## src/afs_defs.svh

```systemverilog
// Register offsets, field positions and reset values of the fault aggregator
`ifndef AFS_DEFS_SVH
`define AFS_DEFS_SVH
// ==========================================================
// Register byte offsets
`define AFS_OFF_CTRL     12'h000
`define AFS_OFF_LOW      12'h004
`define AFS_OFF_HIGH     12'h008
`define AFS_OFF_MODF     12'h00c
`define AFS_OFF_CHF      12'h010
`define AFS_OFF_PACK     12'h014
`define AFS_OFF_CHST     12'h040
`define AFS_CHST_MASK    12'hfc0
// ==========================================================
// Field positions
`define AFS_CTRL_WIRE_HI 1
`define AFS_CTRL_INT     2
`define AFS_MF_GROUP     15
`define AFS_MF_CALIB     10
`define AFS_MF_CALERR    9
`define AFS_CS_CALERR    7
`define AFS_CS_UNDER     6
`define AFS_CS_OVER      5
`define AFS_PK_UNDER_TOP 31
`define AFS_PK_OVER_TOP  30
// ==========================================================
// Values
`define AFS_ALL_ONES     16'hffff
`define AFS_LOW_RST      16'h8000
`define AFS_HIGH_RST     16'h7fff
`endif

```

## src/afs_pkg.sv

```systemverilog
// Types shared by the fault aggregator
package afs_pkg;
  // Wiring format; the fourth code is illegal and never stored
  typedef enum logic [1:0] {
    AFS_WIRE_SE,
    AFS_WIRE_DIFF,
    AFS_WIRE_HSDIFF
  } afs_wiring_type;
endpackage
```

## src/afs_fault_aggregator.sv

```systemverilog
// Fault and range status aggregation for a multi-channel analog input block
//
// Notes on behaviour
// Group fault bit 15 set whenever any channel fault vector bit is set.
// Calibrating bit 10 set while any channel calibrates; fault vector forced on.
// Calibration fault bit 9 set when any active channel reports a calibration error.
// Module fault word bits 11 to 14 stay zero.
// Channel n maps to bit n; 16, 8 or 4 active channels by wiring.
// During calibration vector shows ffff, 00ff or 000f by wiring format.
// Lost owner communication shows the vector as ffff in every format.
// Below or above range on a channel sets its vector bit.
// Integer mode reports all channels' range in one packed 32-bit word.
// Packed word: channel n below range at bit 31 minus 2n.
// Packed word: channel n above range at bit 30 minus 2n.
// Below-range flag when sample is at or below the low limit.
// Above-range flag when sample is at or above the high limit.
// Integer mode reports only range; no per-channel calibration error flag.
// Module calibration fault bit still works in integer mode.
// Eight-channel build: 8, 4 or 2 active channels from bit 0.
// Fault words are presented together with each forwarded channel sample.
// Per-channel status word carries range and calibration error indications.
// Bits of inactive channels read zero outside calibration and comm loss.
`timescale 1ns/1ps
`include "afs_defs.svh"

module afs_fault_aggregator
  import afs_pkg::*;
#(
  parameter int NCH = 16
) (
  input  wire logic        CLK_IN,
  input  wire logic        RSTN_IN,
  input  wire logic        PSEL_IN,
  input  wire logic        PENABLE_IN,
  input  wire logic        PWRITE_IN,
  input  wire logic [11:0] PADDR_IN,
  input  wire logic [31:0] PWDATA_IN,
  output logic      [31:0] PRDATA_OUT,
  output logic             PREADY_OUT,
  output logic             PSLVERR_OUT,
  input  wire logic [NCH-1:0] CAL_BUSY_IN,
  input  wire logic [NCH-1:0] CAL_ERR_IN,
  input  wire logic        COMM_LOST_IN,
  input  wire logic        SMP_VLD_IN,
  input  wire logic [3:0]  SMP_CH_IN,
  input  wire logic [15:0] SMP_DATA_IN,
  output logic             RPT_VLD_OUT,
  output logic      [3:0]  RPT_CH_OUT,
  output logic      [15:0] RPT_DATA_OUT,
  output logic      [15:0] MODULE_FAULT_OUT,
  output logic      [15:0] CHAN_FAULT_OUT,
  output logic      [31:0] PACKED_STATUS_OUT
);

  // ==========================================================
  // Helpers
  // Active channel count for a wiring format
  function automatic logic [4:0] act_cnt_f(input afs_wiring_type w);
    logic [4:0] n;
    n = 5'(NCH);
    unique case (w)
      AFS_WIRE_SE:     act_cnt_f = n;
      AFS_WIRE_DIFF:   act_cnt_f = n >> 1;
      AFS_WIRE_HSDIFF: act_cnt_f = n >> 2;
    endcase
  endfunction

  // Mask of active channels, starting at bit 0
  function automatic logic [15:0] act_mask_f(input afs_wiring_type w);
    act_mask_f = 16'((17'h1 << act_cnt_f(w)) - 17'h1);
  endfunction

  // Address decode, shared by write enable and error answer
  function automatic logic addr_hit_f(input logic [11:0] a);
    addr_hit_f = (a == `AFS_OFF_CTRL) || (a == `AFS_OFF_LOW) ||
                 (a == `AFS_OFF_HIGH) || (a == `AFS_OFF_MODF) ||
                 (a == `AFS_OFF_CHF)  || (a == `AFS_OFF_PACK) ||
                 (((a & `AFS_CHST_MASK) == `AFS_OFF_CHST) && (int'(a[5:2]) < NCH));
  endfunction

  // ==========================================================
  // Declarations
  afs_wiring_type  wiring_q;
  logic            int_mode_q;
  logic [15:0]     low_q;
  logic [15:0]     high_q;
  logic [NCH-1:0]  cal_busy_m;
  logic [NCH-1:0]  cal_busy_s;
  logic [NCH-1:0]  cal_err_m;
  logic [NCH-1:0]  cal_err_s;
  logic            comm_m;
  logic            comm_s;
  logic [15:0]     below_q;
  logic [15:0]     above_q;
  logic [15:0]     act_mask;
  logic [4:0]      act_cnt;
  logic            cal_any;
  logic            calerr_any;
  logic            smp_in_act;
  logic [15:0]     chf_d;
  logic [15:0]     chf_q;
  logic [15:0]     modf_d;
  logic [15:0]     modf_q;
  logic [31:0]     pack_d;
  logic [31:0]     pack_q;
  logic [31:0]     rd_d;
  logic [31:0]     rd_q;
  logic            pready_q;
  logic            pslverr_q;
  logic            rpt_vld_q;
  logic [3:0]      rpt_ch_q;
  logic [15:0]     rpt_data_q;
  logic            apb_acc;
  logic            apb_wr;

  // ==========================================================
  // Pin synchronisers; first stage read only by the second
  always_ff @(posedge CLK_IN) begin
    if (!RSTN_IN) begin
      cal_busy_m <= '0;
      cal_busy_s <= '0;
      cal_err_m  <= '0;
      cal_err_s  <= '0;
      comm_m     <= 1'b0;
      comm_s     <= 1'b0;
    end else begin
      cal_busy_m <= CAL_BUSY_IN;
      cal_busy_s <= cal_busy_m;
      cal_err_m  <= CAL_ERR_IN;
      cal_err_s  <= cal_err_m;
      comm_m     <= COMM_LOST_IN;
      comm_s     <= comm_m;
    end
  end

  // ==========================================================
  // APB slave: one wait state, answer always from flip-flops
  assign apb_acc = PSEL_IN && PENABLE_IN && !pready_q;
  assign apb_wr  = PSEL_IN && PENABLE_IN && pready_q && PWRITE_IN &&
                   addr_hit_f(PADDR_IN);

  // Handshake and error answer
  always_ff @(posedge CLK_IN) begin
    if (!RSTN_IN) begin
      pready_q  <= 1'b0;
      pslverr_q <= 1'b0;
      rd_q      <= '0;
    end else begin
      pready_q  <= apb_acc;
      pslverr_q <= apb_acc && !addr_hit_f(PADDR_IN);
      rd_q      <= (apb_acc && !PWRITE_IN) ? rd_d : '0;
    end
  end

  // Control and limit registers; an illegal wiring code is ignored
  always_ff @(posedge CLK_IN) begin
    if (!RSTN_IN) begin
      wiring_q   <= AFS_WIRE_SE;
      int_mode_q <= 1'b0;
      low_q      <= `AFS_LOW_RST;
      high_q     <= `AFS_HIGH_RST;
    end else if (apb_wr) begin
      if (PADDR_IN == `AFS_OFF_CTRL) begin
        if (PWDATA_IN[`AFS_CTRL_WIRE_HI:0] != 2'h3) begin
          wiring_q <= afs_wiring_type'(PWDATA_IN[`AFS_CTRL_WIRE_HI:0]);
        end
        int_mode_q <= PWDATA_IN[`AFS_CTRL_INT];
      end
      if (PADDR_IN == `AFS_OFF_LOW) begin
        low_q <= PWDATA_IN[15:0];
      end
      if (PADDR_IN == `AFS_OFF_HIGH) begin
        high_q <= PWDATA_IN[15:0];
      end
    end
  end

  // Read multiplexer; per-channel words only exist in floating mode
  always_comb begin
    logic [3:0] ci;
    ci   = PADDR_IN[5:2];
    rd_d = '0;
    if (PADDR_IN == `AFS_OFF_CTRL) begin
      rd_d = {29'h0, int_mode_q, wiring_q};
    end else if (PADDR_IN == `AFS_OFF_LOW) begin
      rd_d = {16'h0, low_q};
    end else if (PADDR_IN == `AFS_OFF_HIGH) begin
      rd_d = {16'h0, high_q};
    end else if (PADDR_IN == `AFS_OFF_MODF) begin
      rd_d = {16'h0, modf_q};
    end else if (PADDR_IN == `AFS_OFF_CHF) begin
      rd_d = {16'h0, chf_q};
    end else if (PADDR_IN == `AFS_OFF_PACK) begin
      rd_d = pack_q;
    end else if (((PADDR_IN & `AFS_CHST_MASK) == `AFS_OFF_CHST) && !int_mode_q &&
                 act_mask[ci]) begin
      rd_d[`AFS_CS_CALERR] = cal_err_s[ci];
      rd_d[`AFS_CS_UNDER]  = below_q[ci];
      rd_d[`AFS_CS_OVER]   = above_q[ci];
    end
  end

  // ==========================================================
  // Range detection on the sample stream
  assign act_cnt    = act_cnt_f(wiring_q);
  assign act_mask   = act_mask_f(wiring_q);
  assign smp_in_act = {1'b0, SMP_CH_IN} < act_cnt;

  // Limits are inclusive, signed sample codes
  always_ff @(posedge CLK_IN) begin
    if (!RSTN_IN) begin
      below_q <= '0;
      above_q <= '0;
    end else if (SMP_VLD_IN && smp_in_act) begin
      below_q[SMP_CH_IN] <= $signed(SMP_DATA_IN) <= $signed(low_q);
      above_q[SMP_CH_IN] <= $signed(SMP_DATA_IN) >= $signed(high_q);
    end
  end

  // ==========================================================
  // Fault words
  assign cal_any    = |cal_busy_s;
  assign calerr_any = |(cal_err_s & act_mask[NCH-1:0]);

  // Priority: comm loss, then calibration, then live range flags
  always_comb begin
    if (comm_s) begin
      chf_d = `AFS_ALL_ONES;
    end else if (cal_any) begin
      chf_d = act_mask;
    end else begin
      chf_d = (below_q | above_q) & act_mask;
    end
  end

  // Summary word; unused bits stay zero
  always_comb begin
    modf_d                 = '0;
    modf_d[`AFS_MF_GROUP]  = |chf_d;
    modf_d[`AFS_MF_CALIB]  = cal_any;
    modf_d[`AFS_MF_CALERR] = calerr_any;
  end

  // Packed range word, integer mode only
  always_comb begin
    pack_d = '0;
    if (int_mode_q) begin
      for (int i = 0; i < NCH; i++) begin
        pack_d[`AFS_PK_UNDER_TOP - 2 * i] = below_q[i] & act_mask[i];
        pack_d[`AFS_PK_OVER_TOP - 2 * i]  = above_q[i] & act_mask[i];
      end
    end
  end

  // Word registers
  always_ff @(posedge CLK_IN) begin
    if (!RSTN_IN) begin
      chf_q  <= '0;
      modf_q <= '0;
      pack_q <= '0;
    end else begin
      chf_q  <= chf_d;
      modf_q <= modf_d;
      pack_q <= pack_d;
    end
  end

  // Sample forwarding; the words stand beside each forwarded sample
  always_ff @(posedge CLK_IN) begin
    if (!RSTN_IN) begin
      rpt_vld_q  <= 1'b0;
      rpt_ch_q   <= '0;
      rpt_data_q <= '0;
    end else begin
      rpt_vld_q  <= SMP_VLD_IN;
      rpt_ch_q   <= SMP_CH_IN;
      rpt_data_q <= SMP_DATA_IN;
    end
  end

  // ==========================================================
  // Outputs
  assign PRDATA_OUT        = rd_q;
  assign PREADY_OUT        = pready_q;
  assign PSLVERR_OUT       = pslverr_q;
  assign RPT_VLD_OUT       = rpt_vld_q;
  assign RPT_CH_OUT        = rpt_ch_q;
  assign RPT_DATA_OUT      = rpt_data_q;
  assign MODULE_FAULT_OUT  = modf_q;
  assign CHAN_FAULT_OUT    = chf_q;
  assign PACKED_STATUS_OUT = pack_q;
endmodule

```

## config.mk

```make
export PLATFORM = sky130hd
export DESIGN_NAME = afs_fault_aggregator
export DESIGN_NICKNAME = d
export VERILOG_FILES = /design/src/afs_pkg.sv /design/src/afs_fault_aggregator.sv
export VERILOG_INCLUDE_DIRS = /design/src
export SDC_FILE = /design/constraint.sdc
export NUM_CORES = 1
export LEC_CHECK = 0
export BUFFER_PORTS_ARGS = -buffer_cell sky130_fd_sc_hd__buf_2
export CORE_ASPECT_RATIO = 0.9
export CORE_MARGIN = 1
export CORE_UTILIZATION = 53
export DETAILED_ROUTE_END_ITERATION = 7
export GPL_ROUTABILITY_DRIVEN = 0
export GPL_TIMING_DRIVEN = 1
export PLACE_DENSITY_LB_ADDON = 0.08
export SETUP_SLACK_MARGIN = 0.1
export SYNTH_ARGS = -nofsm -noshare
export SYNTH_HDL_FRONTEND = slang
export SYNTH_SLANG_ARGS = --single-unit
```

## constraint.sdc

```tcl
create_clock -name CLK_IN -period 3.65 [get_ports CLK_IN]
set_clock_uncertainty 0.1 [all_clocks]
set_input_delay 0.9125 -clock CLK_IN [delete_from_list [all_inputs] [get_ports CLK_IN]]
set_output_delay 0.9125 -clock CLK_IN [all_outputs]
set_load 0.01 [all_outputs]
```

==> summary.md <==
| Metric | Value |
|---|---|
| GRT Overall Usage | 26.3% |
| Ys flop type | dfxtp_1 |
| Vias in the first global route | 6,945 |
| Antenna-violating nets left | 0 |
| Max-slew violation count | 0 |
| Final Power | 5.50 mW |
| Register area share after synthesis | 51.1% |
| Die Ht | 128 microns |
| Fin. Hold Viols | 0 |
| Slew margin rel. | 32.4% |
| Maximum VDD drop | 0.431 mV |
| Required time worst endpoint | 3.98 ns |
| #FFs+latches synth | 239 |
| CP Data Arrival Time | 2.98 ns |
| I/O Buffers | 192 |
| Final design utilization | 66.2% |
| RSZ-0062 raised after global routing | no |
| Ys Warns | 0 |
| MaxCap Viol Count | 0 |
| Crit Path Max Fanout | 13 |
| Largest net degree at the start of global routing | 58 |
| Number of flops mapped to enable cells by yosys | 0 |
| Syn Inst Count | 950 |
| Crit path capture type | register |
| Violation count after the first detailed-routing iteration | 562 |
| Drt pass-1 iters | 5 |
| Area delta synth->final | 20.6% |
| Final period utilization | 72.8% |
| # hold bufs at CTS | 0 |
| Outcome | complete, no violations |
| Fill cells | 1,472 |
| Core Area | 17,100 sq um |
| Vias per inst | 5.43 |
| Number of buffers created by CTS | 24 |
| Routed wire length per instance | 17.2 microns |
| Initial antenna violation count | 0 |
| Post-CTS Resized | 0 |
| Sequential Area | 4780 sq um |
| Setup Crit Path Kind | input pin to register |
| Post-CTS Setup Bufs | 0 |
| Worst hold slack | 0.327 ns |
| Syn Area/Cell | 9.86 sq um |
| Antenna cells | 0 |
| Crit path launch type | input pin |
| H-Tree Depth | 1 |
| Setup violators final | 0 |
| Net count, final | 1,277 |
| Die area | 18,200 sq um |
| Maximum clock path buffer count | 3 |
| Min-Delay Path Class | register to register |
| Minimum clock period | 2.66 ns |
| Std cell rows | 45 |
| Remaining global-route overflow | 0 |
| Vias after detailed routing | 7,540 |
| Die Width | 142 microns |
| Worst-Margin Slew | 1.01 ns |
| Max Clk Rate | 0.376 GHz |
| Multi-input gate area | 4160 sq um |
| DP Wirelength | 17,500 microns |
| Yosys cell types | 63 |
| Layout cells sized above 1 | 23.7% |
| Mapped cell area | 9370 sq um |
| Clock Pin Slew Worst Setup and Hold Paths | 0.06 ns |
| Post-synth ARST share | 0% |
| Top-Level Pins | 222 |
| Drt total wl | 23,900 microns |
| Sum of negative setup slack | 0 ns |
| CTS tree | built |
| Root Buffer | clkbuf_16 |
| Clock Sink Count | 239 |
| Starting Density | 54.9% |
| Insertion delay to the later sink of the worst-skew pair | 0.51 ns |
| Lkg Pwr | 4.98 nW |
| Global-route wire length before repair | 37,200 microns |
| Pwr dens | 487 nW/um^2 |
| DR DRC count | 0 |
## path summary, 6_finish.rpt
path	from	endpoint	slack, ns	cells past startpoint
max	PADDR_IN[9]	wiring_q[1]	0.99	7
min	cal_busy_m[7]	cal_busy_s[7]	0.33	1
max reg2reg	wiring_q[1]	above_q[2]	1.11	9
min reg2reg	cal_busy_m[7]	cal_busy_s[7]	0.33	1
## state kept, by name, summed over array words and instances, names as in the netlist, 2 cells and up
register           flops
CHAN_FAULT_OUT        16
RPT_DATA_OUT          16
MODULE_FAULT_OUT       3
RPT_CH_OUT             4
high_q                16
PACKED_STATUS_OUT     32
below_q               16
above_q               16
cal_busy_m            16
cal_err_s             16
low_q                 16
PRDATA_OUT            32
cal_err_m             16
wiring_q               2
cal_busy_s            16
## critical path, cell delays in order
cell and delay [ns]:
buf_2 0.09, or4_4 0.56, or4_4 0.62, nor2_4 0.17, nand3_2 0.13, or2_1 0.27
a211oi_2 0.21
## cells by family after synthesis
| kind of cell | after synthesis | share of synthesized area, % |
|---|---|---|
| AO/OA/AOI/OAI | 182 | 12.9 |
| other | 1 | 0.0400 |
| multiplexers | 45 | 6.43 |
| flip-flops | 239 | 51.1 |
| buffers and inverters | 104 | 5.04 |
| AND/OR/NAND/NOR | 343 | 19.7 |
| adder cells (fa/ha/maj) | 36 | 4.81 |
## cells in the mapped netlist, types with 6 or more instances
master	count	area share, %
and3_1	11	0.73
o22a_1	8	0.75
ha_1	36	4.8
mux4_2	12	2.9
nor3_1	15	0.80
o2bb2ai_1	17	1.6
nor2_1	54	2.2
dfxtp_1	239	51
a221oi_1	7	0.65
and2_1	124	8.3
o31ai_1	8	0.64
nor2b_1	7	0.47
clkbuf_1	35	1.4
nand2_1	72	2.9
nand4_1	11	0.73
mux2i_1	32	3.4
inv_1	41	1.6
a22oi_1	6	0.48
buf_4	18	1.4
a21oi_1	66	3.5
nor4_1	19	1.3
o211ai_1	17	1.4
o21ai_0	24	1.3
## cell usage in the layout (no fill, tap or decap), drive strengths merged, types with 12 or more instances in the layout
master     n
o21ai     25
nand2     72
conb      13
dfxtp    239
nor4      19
mux2i     32
nor2      55
nor3      16
buf      211
clkbuf    36
o211ai    17
a21oi     67
o2bb2ai   17
ha        36
mux4      12
inv       43
and2     125
## cell type report
type	count	share of cell area (%)
Tap cell	235	2.60
Clock inverter	5	0.443
Clock buffer	36	6.52
Sequential cell	239	42.3
Timing Repair Buffer	211	9.88
Inverter	43	1.43
Multi-Input combinational cell	619	36.8
## metal layers
metal  track usage, %  wire (microns)  vias to the layer above
met2             40.9           10600                      296
met3             4.82            1810                       41
met5                0               0                        -
met4             8.10             592                        0
met1             37.1           10800                     3535
li1                 -               -                     3668
## stage by stage
step / worst slack, ns / cells / instance area, sq um
global route: 0.888 / 1388 / 11300
finish: 0.994 / 1388 / 11300
global placement: 0.512 / 1347 / 10500
detailed placement: 0.488 / 1347 / 10500
floorplan: 0.667 / 962 / 9410
CTS: 1.01 / 1388 / 11300
## report_power, final
| part | total [mW] | switching (mW) | internal (mW) |
|---|---|---|---|
| clock | 2.41 | 0.954 | 1.45 |
| sequential | 2.72 | 0.0349 | 2.68 |
| combinational | 0.376 | 0.217 | 0.159 |
| total | 5.50 | 1.21 | 4.29 |
Power figures use the tool's default switching activity.
